--- config.mk ---
export PLATFORM = sky130hd
export DESIGN_NAME = pfb_host
export DESIGN_NICKNAME = d
export VERILOG_FILES = /design/src/rtl/pfb_pkg.sv /design/src/rtl/pfb_host.sv
export SDC_FILE = /design/constraint.sdc
export NUM_CORES = 1
export LEC_CHECK = 0
export CAP_MARGIN = 20
export CORE_ASPECT_RATIO = 0.8
export CORE_MARGIN = 4
export CORE_UTILIZATION = 34
export CTS_CLUSTER_SIZE = 28
export DETAILED_ROUTE_END_ITERATION = 12
export DONT_BUFFER_PORTS = 1
export SLEW_MARGIN = 15
export SYNTH_ARGS = -nofsm -noshare
export SYNTH_HDL_FRONTEND = slang
export SYNTH_SLANG_ARGS = --single-unit
--- constraint.sdc ---
create_clock -name clk_in -period 4.4 [get_ports clk_in]
set_input_delay 0.88 -clock clk_in [delete_from_list [all_inputs] [get_ports clk_in]]
set_output_delay 0.88 -clock clk_in [all_outputs]
set_load 0.05 [all_outputs]
--- src/rtl/pfb_pkg.sv ---
// package: constants, types and helpers for the parallel flash host controller
package pfb_pkg;

  // bus geometry
  localparam int ADDR_W   = 22;
  localparam int DATA_W   = 16;
  localparam int SECT_W   = 7;
  localparam int SECT_LSB = 15;
  localparam int CNT_W    = 16;

  // clock
  localparam int CLK_PERIOD_NS = 100;

  // pin timing, in ns
  localparam int RESET_PULSE_MIN_NS       = 500;
  localparam int RESET_TO_READ_DELAY_NS   = 50;
  localparam int SELECT_ACCESS_TIME_NS    = 90;
  localparam int ADDRESS_ACCESS_TIME_NS   = 90;
  localparam int WRITE_PULSE_NS           = 35;
  localparam int ACC_SETUP_NS             = 250;
  localparam int BUSY_VALID_NS            = 90;

  // two flops in front of every pin input
  localparam int SYNC_LAT = 2;

  // pins are registered, so select moves one edge after the take
  localparam int PIN_LAT = 1;

  // first cycle of the shortcut two-cycle program
  localparam logic [DATA_W-1:0] SHORTCUT_PROG_CMD = 16'h00A0;

  localparam logic [CNT_W-1:0] CNT_ZERO = 16'h0000;
  localparam logic [CNT_W-1:0] CNT_ONE  = 16'h0001;

  typedef enum logic [1:0] {
    PFB_OP_READ     = 2'h0,
    PFB_OP_WRITE    = 2'h1,
    PFB_OP_ACC_PROG = 2'h2,
    PFB_OP_RESET    = 2'h3
  } pfb_op_e;

  typedef struct packed {
    pfb_op_e           op;
    logic [ADDR_W-1:0] addr;
    logic [DATA_W-1:0] data;
  } pfb_req_s;

  typedef struct packed {
    logic [ADDR_W-1:0] addr;
    logic [DATA_W-1:0] dq;
    logic              dq_oe_n;
    logic              select_n;
    logic              out_gate_n;
    logic              write_n;
    logic              reset_n;
    logic              fast_program_supply;
  } pfb_pins_s;

  // least time rounds up, never under one cycle
  function automatic int ns_to_cyc(input int ns);
    int c;
    c = (ns + CLK_PERIOD_NS - 1) / CLK_PERIOD_NS;
    return (c < 1) ? 1 : c;
  endfunction

  function automatic logic [SECT_W-1:0] sector_of(input logic [ADDR_W-1:0] a);
    return a[ADDR_W-1:SECT_LSB];
  endfunction

endpackage

--- src/rtl/pfb_host.sv ---
// host-side controller that drives a parallel NOR flash through its pins

module pfb_host #(
  parameter int RESET_PULSE_MIN_NS     = pfb_pkg::RESET_PULSE_MIN_NS,
  parameter int RESET_TO_READ_DELAY_NS = pfb_pkg::RESET_TO_READ_DELAY_NS,
  parameter int SELECT_ACCESS_TIME_NS  = pfb_pkg::SELECT_ACCESS_TIME_NS,
  parameter int WRITE_PULSE_NS         = pfb_pkg::WRITE_PULSE_NS,
  parameter int ACC_SETUP_NS           = pfb_pkg::ACC_SETUP_NS,
  parameter int BUSY_VALID_NS          = pfb_pkg::BUSY_VALID_NS
) (
  // clock and reset
  input  wire logic                          clk_in,
  input  wire logic                          rst_in,
  // request side
  input  wire logic                          req_valid_in,
  input  wire pfb_pkg::pfb_req_s             req_in,
  output logic                               req_ready_out,
  // answer side
  output logic                               resp_valid_out,
  output logic [pfb_pkg::DATA_W-1:0]         resp_data_out,
  output logic                               restart_needed_out,
  output logic                               device_busy_out,
  output logic [pfb_pkg::SECT_W-1:0]         sector_out,
  // flash pins
  output pfb_pkg::pfb_pins_s                 pins_out,
  input  wire logic [pfb_pkg::DATA_W-1:0]    dq_in,
  input  wire logic                          done_indicator_n_in
);

  localparam logic [pfb_pkg::CNT_W-1:0] RST_LOW_CYC =
    pfb_pkg::CNT_W'(pfb_pkg::ns_to_cyc(RESET_PULSE_MIN_NS));
  localparam logic [pfb_pkg::CNT_W-1:0] RST_READ_CYC =
    pfb_pkg::CNT_W'(pfb_pkg::ns_to_cyc(RESET_TO_READ_DELAY_NS));
  localparam logic [pfb_pkg::CNT_W-1:0] READ_CYC =
    pfb_pkg::CNT_W'(pfb_pkg::ns_to_cyc(SELECT_ACCESS_TIME_NS) + pfb_pkg::PIN_LAT +
                    pfb_pkg::SYNC_LAT);
  localparam logic [pfb_pkg::CNT_W-1:0] WR_PULSE_CYC =
    pfb_pkg::CNT_W'(pfb_pkg::ns_to_cyc(WRITE_PULSE_NS));
  localparam logic [pfb_pkg::CNT_W-1:0] ACC_CYC =
    pfb_pkg::CNT_W'(pfb_pkg::ns_to_cyc(ACC_SETUP_NS));
  localparam logic [pfb_pkg::CNT_W-1:0] BUSY_CYC =
    pfb_pkg::CNT_W'(pfb_pkg::ns_to_cyc(BUSY_VALID_NS) + pfb_pkg::SYNC_LAT);

  typedef enum logic [8:0] {
    ST_IDLE     = 9'h001,
    ST_ACC_RAMP = 9'h002,
    ST_WR_SETUP = 9'h004,
    ST_WR_PULSE = 9'h008,
    ST_WR_HOLD  = 9'h010,
    ST_RD_WAIT  = 9'h020,
    ST_BUSY     = 9'h040,
    ST_RST_LOW  = 9'h080,
    ST_RST_WAIT = 9'h100
  } pfb_state_e;

  pfb_state_e                  state;
  logic [pfb_pkg::CNT_W-1:0]   cnt;
  logic                        beat;
  pfb_pkg::pfb_req_s           cur;
  logic                        rdy_meta;
  logic                        rdy_sync;
  logic [pfb_pkg::DATA_W-1:0]  dq_meta;
  logic [pfb_pkg::DATA_W-1:0]  dq_sync;
  logic                        accept;
  logic                        cnt_done;

  localparam logic [pfb_pkg::CNT_W-1:0] CNT_ONE_L = pfb_pkg::CNT_ONE;

  assign req_ready_out = (state == ST_IDLE);
  assign accept        = req_valid_in && req_ready_out;
  assign cnt_done      = (cnt == CNT_ONE_L);

  ////////////////////////////////////////////////////////////////////////////
  // pin input synchronisers
  always_ff @(posedge clk_in)
  begin
    if (rst_in)
    begin
      rdy_meta <= 1'b1;
      rdy_sync <= 1'b1;
      dq_meta  <= '0;
      dq_sync  <= '0;
    end
    else
    begin
      rdy_meta <= done_indicator_n_in;
      rdy_sync <= rdy_meta;
      dq_meta  <= dq_in;
      dq_sync  <= dq_meta;
    end
  end

  assign device_busy_out = ~rdy_sync;

  ////////////////////////////////////////////////////////////////////////////
  // sequencer
  always_ff @(posedge clk_in)
  begin
    if (rst_in)
    begin
      state <= ST_IDLE;
      cnt   <= pfb_pkg::CNT_ZERO;
      beat  <= 1'b0;
      cur   <= '0;
    end
    else
    begin
      case (state)
        ST_IDLE:
        begin
          beat <= 1'b0;
          if (accept)
          begin
            cur <= req_in;
            case (req_in.op)
              pfb_pkg::PFB_OP_READ:
              begin
                state <= ST_RD_WAIT;
                cnt   <= READ_CYC;
              end
              pfb_pkg::PFB_OP_WRITE:
                state <= ST_WR_SETUP;
              pfb_pkg::PFB_OP_ACC_PROG:
              begin
                state <= ST_ACC_RAMP;
                cnt   <= ACC_CYC;
              end
              pfb_pkg::PFB_OP_RESET:
              begin
                state <= ST_RST_LOW;
                cnt   <= RST_LOW_CYC;
              end
              default:
                state <= ST_IDLE;
            endcase
          end
        end
        ST_ACC_RAMP:
        begin
          cnt <= cnt - CNT_ONE_L;
          if (cnt_done)
            state <= ST_WR_SETUP;
        end
        ST_WR_SETUP:
        begin
          state <= ST_WR_PULSE;
          cnt   <= WR_PULSE_CYC;
        end
        ST_WR_PULSE:
        begin
          cnt <= cnt - CNT_ONE_L;
          if (cnt_done)
            state <= ST_WR_HOLD;
        end
        ST_WR_HOLD:
        begin
          // accelerated program: shortcut code beat, then data beat
          if (cur.op == pfb_pkg::PFB_OP_ACC_PROG && !beat)
          begin
            beat  <= 1'b1;
            state <= ST_WR_SETUP;
          end
          else if (cur.op == pfb_pkg::PFB_OP_ACC_PROG)
          begin
            state <= ST_BUSY;
            cnt   <= BUSY_CYC;
          end
          else
            state <= ST_IDLE;
        end
        ST_BUSY:
        begin
          // high supply is held until the embedded program reports done
          if (cnt != pfb_pkg::CNT_ZERO)
            cnt <= cnt - CNT_ONE_L;
          else if (rdy_sync)
            state <= ST_IDLE;
        end
        ST_RD_WAIT:
        begin
          cnt <= cnt - CNT_ONE_L;
          if (cnt_done)
            state <= ST_IDLE;
        end
        ST_RST_LOW:
        begin
          cnt <= cnt - CNT_ONE_L;
          if (cnt_done)
          begin
            state <= ST_RST_WAIT;
            cnt   <= RST_READ_CYC;
          end
        end
        ST_RST_WAIT:
        begin
          // settle time differs with busy state, so wait on the indicator too
          if (cnt != pfb_pkg::CNT_ZERO)
            cnt <= cnt - CNT_ONE_L;
          else if (rdy_sync)
            state <= ST_IDLE;
        end
        default:
          state <= ST_IDLE;
      endcase
    end
  end

  ////////////////////////////////////////////////////////////////////////////
  // pin drive
  always_ff @(posedge clk_in)
  begin
    if (rst_in)
    begin
      pins_out.addr                <= '0;
      pins_out.dq                  <= '0;
      pins_out.dq_oe_n             <= 1'b1;
      pins_out.select_n            <= 1'b1;
      pins_out.out_gate_n          <= 1'b1;
      pins_out.write_n             <= 1'b1;
      pins_out.reset_n             <= 1'b1;
      pins_out.fast_program_supply <= 1'b0;
    end
    else
    begin
      pins_out.addr                <= cur.addr;
      pins_out.dq                  <= (cur.op == pfb_pkg::PFB_OP_ACC_PROG && !beat)
                                      ? pfb_pkg::SHORTCUT_PROG_CMD : cur.data;
      pins_out.dq_oe_n             <= !(state inside {ST_WR_SETUP, ST_WR_PULSE, ST_WR_HOLD});
      pins_out.select_n            <= !(state inside {ST_WR_SETUP, ST_WR_PULSE, ST_WR_HOLD,
                                                      ST_RD_WAIT});
      pins_out.out_gate_n          <= (state != ST_RD_WAIT);
      pins_out.write_n             <= (state != ST_WR_PULSE);
      pins_out.reset_n             <= (state != ST_RST_LOW);
      pins_out.fast_program_supply <= (cur.op == pfb_pkg::PFB_OP_ACC_PROG) &&
                                      (state inside {ST_ACC_RAMP, ST_WR_SETUP, ST_WR_PULSE,
                                                     ST_WR_HOLD, ST_BUSY});
    end
  end

  ////////////////////////////////////////////////////////////////////////////
  // answers and flags
  always_ff @(posedge clk_in)
  begin
    if (rst_in)
    begin
      resp_valid_out <= 1'b0;
      resp_data_out  <= '0;
      sector_out     <= '0;
    end
    else
    begin
      resp_valid_out <= (state == ST_RD_WAIT) && cnt_done;
      if ((state == ST_RD_WAIT) && cnt_done)
        resp_data_out <= dq_sync;
      if (accept)
        sector_out <= pfb_pkg::sector_of(req_in.addr);
    end
  end

  // an aborted program or erase must be reissued by the requester
  always_ff @(posedge clk_in)
  begin
    if (rst_in)
      restart_needed_out <= 1'b0;
    else if (accept && req_in.op == pfb_pkg::PFB_OP_RESET && !rdy_sync)
      restart_needed_out <= 1'b1;
    else if (accept && req_in.op != pfb_pkg::PFB_OP_READ)
      restart_needed_out <= 1'b0;
  end

endmodule

==> results of run 1 <==
synthesized netlist by cell type (2+ instances only):
master	instances
dfxtp_1	169
nand2_1	133
a21oi_1	90
nor2b_1	58
nor2_1	37
clkbuf_1	36
o21ai_0	24
and2_1	19
nand4_1	12
nor3_1	11
ha_1	10
inv_1	10
buf_2	9
nand3_1	8
or2_2	6
a31oi_1	4
nor4_1	4
or4_1	4
xor2_1	4
or3_1	3
xnor2_1	3
a211oi_1	2
a21o_1	2
buf_6	2
nor3b_1	2
nor4b_1	2
o2111ai_1	2
o211a_1	2
o41ai_1	2
or2_0	2
or4_4	2
or4b_2	2
registers in the layout, indices dropped and copies added, names as in the netlist, 7 cells and up:
signal	flops
cur	40
dq_meta	16
sector_out	7
resp_data_out	16
cnt	16
pins_out	44
state	9
dq_sync	16
worst max-delay path: cells and delay by family (launching register included):
kind | cells | cell delay [ns]
simple gates | 2 | 1.20
flops | 1 | 0.43
buf+inv | 1 | 0.31
placed cells by master (no fill, tap or decap), types with 3 or more instances in the layout:
cell type,netlist,layout
nand4_1,12,12
clkbuf_8,0,4
xnor2_1,3,3
nand2_1,133,132
nor4_1,4,4
dfxtp_1,169,169
or3_1,3,3
or2_2,6,6
inv_1,10,10
a21oi_1,90,90
clkbuf_16,0,17
ha_1,10,10
and2_1,19,18
nor2b_1,58,58
or4_1,4,4
nand3_1,8,8
xor2_1,4,4
nor3_1,11,11
nor2_1,37,37
o21ai_0,24,24
a31oi_1,4,4
bufinv_16,0,3
power by group through the flow:
stage,Clock (W),Sequential [W],Combinational (W)
2_1_floorplan,0,0.00191,0.000623
3_5_place_dp,0,0.00195,0.000702
5_1_grt,0.00167,0.00194,0.000798
4_1_cts,0.00161,0.00192,0.000710
3_3_place_gp,0,0.00195,0.000704
6_report,0.00156,0.00192,0.000706
kinds of logic (layout without fill, tap and decap cells):
logic type,Yosys count,after routing,synth area share (%)
AND/OR/NAND/NOR,312,312,25.36
flip-flops,169,169,55.17
AO/OA/AOI/OAI,137,137,12.37
buffers and inverters,59,45,4.060
adder cells (fa/ha/maj),10,10,2.040
XOR/XNOR,7,7,0.9998
other,0,1,0
final timing paths:
| kind | startpoint | end | slack, ns | cells after the start |
|---|---|---|---|---|
| worst min-delay path | rdy_meta | rdy_sync | 0.40 | 1 |
| worst max register to register | state[1] | sector_out[5] | 1.27 | 6 |
| worst max-delay path | state[1] | req_ready_out | 1.17 | 3 |
| worst min register to register | rdy_meta | rdy_sync | 0.40 | 1 |
per-stage QoR:
| stage | instances | instance area (um^2) | util, % | total power [W] | hold WS, ns |
|---|---|---|---|---|---|
| global route | 906 | 6852 | 39.06 | 0.004410 | 0.4247 |
| detailed placement | 873 | 6225 | 35.49 | 0.002655 | 0.3945 |
| global placement | 872 | 6217 | 35.45 | 0.002652 | 0.3953 |
| floorplan | 694 | 6132 | - | 0.002532 | 0.3895 |
| finish | 906 | 6852 | 39.06 | 0.004185 | 0.4022 |
| CTS | 905 | 6849 | 39.05 | 0.004237 | 0.4039 |
cell type report:
class | count | area (um^2)
inverters | 11 | 41.29
flip-flops and latches | 169 | 3383
repair buffers | 2 | 15.01
clock buffers | 23 | 488.0
fillers | 1753 | 10690
well taps | 225 | 281.5
diodes | 1 | 2.502
multi-input cells | 466 | 2504
clock inverters | 9 | 136.4
per-layer routing:
| metal | vias up | track usage [%] | share of wire, % |
|---|---|---|---|
| li1 | 2252 | - | - |
| met1 | 2022 | 18.41 | 46 |
| met2 | 172 | 18.11 | 41 |
| met3 | 15 | 6.952 | 12 |
| met4 | 0 | 4.865 | 1.3 |
| met5 | - | 0 | 0 |
==> results.json, run 1 <==
{
  "run_status": "finished clean",
  "grt_pass1_vias": 4094,
  "worst-setup-path-type": "reg -> out",
  "avgRoutedWirePerCell_um": 15.11,
  "die_y_um": 128.1,
  "syn_area_per_cell_um2": 8.836,
  "critPathCaptureType": "output pin",
  "postCtsSetupRepairBufs": 0,
  "drtPass1Iterations": 4,
  "worstMarginPinSlew_ns": 0.8484,
  "clock.fmax_ghz": 0.3097,
  "drt_iter0_markers": 315,
  "peakVddDrop_mv": 0.3226,
  "syn_inst": 694,
  "yosys.area.top_type": "dfxtp_1",
  "max_stage_delay_ns": 0.71,
  "cts_resized": 0,
  "drc_errors": 0,
  "critical_path.slowest_cell": "or4b_2",
  "crit_fanout": 13,
  "dp_slack_ns": 1.274,
  "dieArea_um2": 20260,
  "cts_hold_buf": 0,
  "clk_pin_slew_ns": 0.07,
  "maxCapViolations": 0,
  "grt_first_pass_wirelength_um": 21510,
  "num_vias": 4461,
  "hold_viol_final": 0,
  "antenna_found_initial": 1,
  "syn_to_final_growth_pct": 11.73,
  "cts_buffers": 17,
  "clk-insertion-delay-late_ns": 0.42,
  "portBuffers": 0,
  "ys_seq_area_share_pct": 55.17,
  "avgViaCountPerCell": 4.924,
  "synth_warnings": 0,
  "dp_hpwl_um": 8903,
  "setup_viol": 0,
  "synth-seq-cells": 169,
  "drive_above_1_share_pct": 7.206,
  "htreeDepth": 4,
  "fp.dieW_um": 158.2,
  "synthArstFlopShare_pct": 0,
  "ys_types": 50,
  "synth_area_um2": 6132,
  "period_needed_ns": 3.229,
  "critical_path_required_ns": 3.52,
  "arrival_ns": 2.35,
  "core_region_area_um2": 17540,
  "grt_start_max_net_pins": 158,
  "wirelength_um": 13690,
  "synthTopCellsByArea": "dfxtp_1 (55%), nand2_1 (8.1%), a21oi_1 (7.3%), nor2b_1 (5.9%), nor2_1 (2.3%)",
  "clock_power_share_pct": 37.3,
  "p_switching_w": 0.001321,
  "initial_utilization_pct": 34.96,
  "fin_ws_ns": 1.171,
  "track_usage_pct": 13.50,
  "synth.top_cell.area_share_pct": 55.17,
  "syn_nets": 764,
  "clockBufferDepth": 2,
  "switching_share_pct": 31.58,
  "rsz0062_at_grt": "false",
  "cts_sinks": 169,
  "root_buffer": "clkbuf_16",
  "ys.flop_type": "dfxtp_1",
  "slew_headroom_pct": 43.23,
  "drt.antenna.violating_nets": 0,
  "maxSlewViolCount": 0,
  "hp-class": "reg -> reg",
  "cts_tree": "yes",
  "grt.overflow.total": 0,
  "post-route-period-util_pct": 73.38,
  "crit_path_start_kind": "flip-flop",
  "synth_edf_count": 0,
  "tns_ns": 0,
  "ios": 131,
  "p_leak_nw": 2.522,
  "pwr-share-comb_pct": 16.9,
  "nets": 737,
  "place_congestion": 0.8639,
  "rows": 43,
  "power_density_nw_per_um2": 610.8,
  "internal_power_w": 0.002863,
  "seq_power_share_pct": 45.8,
  "crit_chain": "or4b_2 > or4_1 > inv_2",
  "fin_skew_ns": 0.008659
}
Note: power is estimated with default switching activity, not from simulation.
==> inputs of run 2 (changes only) <==
Clock period 4.4 ns to 3.3 ns, I/O delays scaled along.
==> run 2 against run 1 <==
  * First-iteration DRC count grew 0.63%
  * Clock power grew 28%
  * Via count shrank 0.76%
  * Sequential share of layout area shrank 0.22 points
  * Sequential cell count is the same
  * Largest cell class unchanged
==> results.json, run 2 (synthesis results as in run 1) <==
{
  "dieArea_um2": 20260,
  "run_status": "finished clean",
  "clk-insertion-delay-late_ns": 0.42,
  "worst-setup-path-type": "reg -> out",
  "drt_iter0_markers": 317,
  "root_buffer": "clkbuf_16",
  "timing.rr.start": "state[2]",
  "portBuffers": 0,
  "cts_buffers": 17,
  "crit_chain": "or4b_2 > or4_1 > inv_2 > buf_4",
  "avgRoutedWirePerCell_um": 15.02,
  "cts_hold_buf": 0,
  "grt_start_max_net_pins": 158,
  "grt_use_met1_pct": 18.60,
  "avgViaCountPerCell": 4.865,
  "wirelength_um": 13670,
  "rsz0062_at_grt": "false",
  "mostFrequentLayoutCells": "dfxtp_1 (169), nand2_1 (132), a21oi_1 (90), nor2b_1 (58), nor2_1 (37)",
  "top_regs": "pins_out x44, cur x40",
  "htreeDepth": 4,
  "nets": 742,
  "cts_sinks": 169,
  "track_usage_pct": 13.77,
  "final_common_cell": "dfxtp_1",
  "grt.overflow.total": 0,
  "drc_errors": 0,
  "hp-class": "in -> reg",
  "dp_slack_ns": 0.5661,
  "whs_ns": 0.3226,
  "peakVddDrop_mv": 0.3335,
  "maxSlewViolCount": 0,
  "drtPass1Iterations": 5,
  "ios": 131,
  "max_stage_delay_ns": 0.62,
  "largest_reg_flops": 44,
  "grtUsageMet2_pct": 18.85,
  "post-route-period-util_pct": 95.00,
  "hold_viol_final": 0,
  "power_density_nw_per_um2": 806.9,
  "hold_start": "rst_in",
  "rows": 43,
  "initial_utilization_pct": 34.96,
  "syn_to_final_growth_pct": 12.22,
  "slew_headroom_pct": 45.83,
  "p_leak_nw": 2.546,
  "drive_above_1_share_pct": 8.029,
  "setup_viol": 0,
  "die_y_um": 128.1,
  "maxCapViolations": 0,
  "clock.fmax_ghz": 0.3190,
  "fin_skew_ns": 0.007567,
  "cts_resized": 0,
  "drt.antenna.violating_nets": 0,
  "grt_pass1_vias": 4189,
  "period_needed_ns": 3.135,
  "crit_path_start_kind": "flip-flop",
  "place_congestion": 0.8470,
  "cts_tree": "yes",
  "arrival_ns": 2.48,
  "dp_hpwl_um": 9024,
  "critical_path_required_ns": 2.64,
  "diodes": 0,
  "tns_ns": 0,
  "fin_ws_ns": 0.1650,
  "critical_path.slowest_cell": "or4b_2",
  "setup.worst_path.start": "state[0]",
  "clockBufferDepth": 2,
  "grt_first_pass_wirelength_um": 22040,
  "num_vias": 4427,
  "busiest_layer": "met2",
  "clk_pin_slew_ns": 0.07,
  "crit_fanout": 11,
  "top_register": "pins_out",
  "cpLargestDelayFamily": "simple AND/OR/NAND/NOR gates",
  "worstMarginPinSlew_ns": 0.8095,
  "critPathCaptureType": "output pin",
  "postCtsSetupRepairBufs": 0,
  "core_region_area_um2": 17540,
  "fp.dieW_um": 158.2,
  "antenna_found_initial": 0,
  "met3_usage_pct": 6.784,
  "cp_num_buf_inv": 2
}
[run 2: changes by cell type in the layout (fill, tap and decap cells not counted)]
cell	change
buf_12	+2
buf_4	+3
bufinv_16	-1
clkbuf_1	-1
clkbuf_8	-2
clkinv_2	+2
clkinvlp_4	-1
diode_2	-1
inv_6	+2
inv_8	+1
[run 2: layout make-up]
class | count | area, um^2
clock inverter | 12 | 137.6
timing repair buffer | 7 | 77.57
clock buffer | 20 | 456.7
inverter | 11 | 41.29
multi-input combinational | 466 | 2504
tap | 225 | 281.5
sequential | 169 | 3383
fill | 1716 | 10660
[run 2: per-stage QoR]
| stage | power (W) | instances | utilization, % | area, um^2 |
|---|---|---|---|---|
| 2_1_floorplan | 0.003376 | 694 | - | 6132 |
| 4_1_cts | 0.005622 | 910 | 39.24 | 6882 |
| 3_5_place_dp | 0.003602 | 878 | 35.85 | 6287 |
| 6_report | 0.005553 | 910 | 39.24 | 6882 |
| 5_1_grt | 0.005863 | 910 | 39.24 | 6882 |
| 3_3_place_gp | 0.003597 | 878 | 35.85 | 6287 |
[run 2: worst reg2reg max path, delay by kind of cell (launching register included)]
kind / cells / cell delay (ns)
AO/OA/AOI/OAI: 3 / 0.60
flip-flops: 1 / 0.55
AND/OR/NAND/NOR: 3 / 1.55
[run 2: layer usage]
metal  share of wire (%)  routed length, um
met1                  47               6391
met2                  40               5464
met3                  12               1624
met4                 1.4                191
met5                   0                  0
[run 2: power by group]
| group | switching (W) | leakage [nW] | total, W | internal (W) |
|---|---|---|---|---|
| logic | 0.000639 | 0.874 | 0.000995 | 0.000356 |
| registers | 0.000329 | 1.38 | 0.00256 | 0.00223 |
| clock network | 0.000831 | 0.293 | 0.00200 | 0.00117 |
[run 2: final timing paths]
| check | to | slack [ns] | cells after the start |
|---|---|---|---|
| setup reg to reg | cnt[12] | 0.53 | 6 |
| hold / removal | state[1] | 0.32 | 1 |
| setup / recovery | req_ready_out | 0.16 | 4 |
| hold reg to reg | rdy_sync | 0.41 | 1 |
==> inputs of run 3 (changes only) <==
Clock period 3.3 ns to 3.23 ns, I/O delays scaled along.
==> run 3 against run 2 <==
  * First-iteration DRC count fell by 5.0%
  * Clock skew rose by 0.0039 ns
  * Via count rose by 1.4%
  * Clock power rose by 2%
  * Combinational power barely moved
  * Register-to-register slack got worse by 0.07 ns
  * Design area fell by 0.22%
  * Hold slack got worse by 0.021 ns
  * Cell count did not move
  * Critical path type unchanged
==> results.json, run 3 (synthesis results as in run 1) <==
{
  "clockBufferDepth": 2,
  "drc_errors": 0,
  "cpLargestDelayFamily": "simple AND/OR/NAND/NOR gates",
  "p_leak_nw": 2.528,
  "maxCapViolations": 0,
  "fp.dieW_um": 158.2,
  "antenna_found_initial": 0,
  "fin_skew_ns": 0.01148,
  "critical_path.slowest_cell": "or4b_2",
  "diodes": 0,
  "grt.overflow.total": 0,
  "avgRoutedWirePerCell_um": 15.40,
  "fin_util_pct": 39.15,
  "grt_start_max_net_pins": 158,
  "top_regs": "pins_out x44, cur x40",
  "max_stage_delay_ns": 0.63,
  "switching_share_pct": 33.14,
  "peakVddDrop_mv": 0.3217,
  "hp-class": "in -> reg",
  "grt_pass1_vias": 4253,
  "avgViaCountPerCell": 4.934,
  "hold_start": "rst_in",
  "finalPower_w": 0.005664,
  "wirelength_um": 14020,
  "place_inst": 878,
  "multiInputGateArea_um2": 2504,
  "timing.rr.start": "state[2]",
  "drive_above_1_share_pct": 8.175,
  "p_switching_w": 0.001877,
  "die_y_um": 128.1,
  "setup.worst_path.start": "state[0]",
  "worst-setup-path-type": "reg -> out",
  "ios": 131,
  "core_region_area_um2": 17540,
  "instances_no_fill": 910,
  "cts_sinks": 169,
  "seq_power_share_pct": 46.1,
  "clock.fmax_ghz": 0.3221,
  "run_status": "finished clean",
  "grt_first_pass_wirelength_um": 22380,
  "syn_to_final_growth_pct": 11.98,
  "arrival_ns": 2.46,
  "portBuffers": 0,
  "post-route-period-util_pct": 96.11,
  "dieArea_um2": 20260,
  "htreeDepth": 4,
  "whs_ns": 0.3015,
  "critical_path_required_ns": 2.58,
  "regArea_um2": 3383,
  "crit_path_start_kind": "flip-flop",
  "min_to": "cnt[2]",
  "worstReg2RegEnd": "cnt[12]",
  "initial_utilization_pct": 34.96,
  "place_congestion": 0.8105,
  "rsz0062_at_grt": "false",
  "period_needed_ns": 3.104,
  "final_common_cell": "dfxtp_1",
  "cts_buffers": 17,
  "clock_power_share_pct": 36.0,
  "rows": 43,
  "drt.antenna.violating_nets": 0,
  "cp_num_buf_inv": 2,
  "largest_reg_flops": 44,
  "cts_resized": 0,
  "power_density_nw_per_um2": 824.8,
  "internal_power_w": 0.003786,
  "setup.reg_to_reg.worst_slack_ns": 0.46,
  "top_register": "pins_out",
  "critPathCaptureType": "output pin",
  "drt_iter0_markers": 301,
  "dp_hpwl_um": 9016,
  "cts_tree": "yes",
  "clk_pin_slew_ns": 0.07,
  "clk-insertion-delay-late_ns": 0.42,
  "setup_viol": 0,
  "hold_viol_final": 0,
  "root_buffer": "clkbuf_16",
  "crit_chain": "or4b_2 > or4_1 > inv_2 > buf_4",
  "num_vias": 4490,
  "drtPass1Iterations": 4,
  "maxSlewViolCount": 0,
  "tns_ns": 0,
  "mostFrequentLayoutCells": "dfxtp_1 (169), nand2_1 (132), a21oi_1 (90), nor2b_1 (58), nor2_1 (37)",
  "slew_headroom_pct": 42.21,
  "ff2ff_path_depth": 6,
  "pwr-share-comb_pct": 17.8,
  "nets": 742,
  "cts_hold_buf": 0,
  "postCtsSetupRepairBufs": 0,
  "worstMarginPinSlew_ns": 0.8636,
  "track_usage_pct": 13.97,
  "hold-path-cell-count": 1,
  "n_fill_cell": 1722,
  "crit_fanout": 11
}
run 3: how the worst max path moves through the flow:
stage          cells after the start       endpoint  slack, ns
2_1_floorplan                      8         cnt[1]       0.74
3_3_place_gp                       6       state[7]       0.48
3_5_place_dp                       6        cnt[12]       0.48
4_1_cts                            4  req_ready_out       0.13
5_1_grt                            4  req_ready_out       0.01
6_report                           4  req_ready_out       0.13
run 3: final cells by class:
class	count	share of cell area (%)
sequential	169	49.27
clock buffer	17	6.195
clock inverter	15	2.423
multi-input combinational	466	36.46
tap	225	4.100
timing repair buffer	7	0.9475
inverter	11	0.6013
run 3: power by group through the flow:
stage	clock [W]	sequential (W)	combinational, W
after floorplan	0	0.00260	0.000849
after global placement	0	0.00266	0.00100
after detailed placement	0	0.00266	0.00100
after CTS	0.00210	0.00261	0.00101
after global routing	0.00220	0.00264	0.00114
final	0.00204	0.00261	0.00101
run 3: metal layers:
layer / global-route usage, % / wire length, um / vias up
li1: - / - / 2266
met1: 17.80 / 6318 / 2064
met2: 20.32 / 5860 / 146
met3: 7.594 / 1685 / 14
met4: 4.263 / 153 / 0
met5: 0 / 0 / -
run 3: through the flow:
step | setup slack (ns) | cell area, um^2
floorplan | 0.7441 | 6132
global placement | 0.4758 | 6275
detailed placement | 0.4847 | 6275
CTS | 0.1310 | 6867
global route | 0.01438 | 6867
finish | 0.1256 | 6867
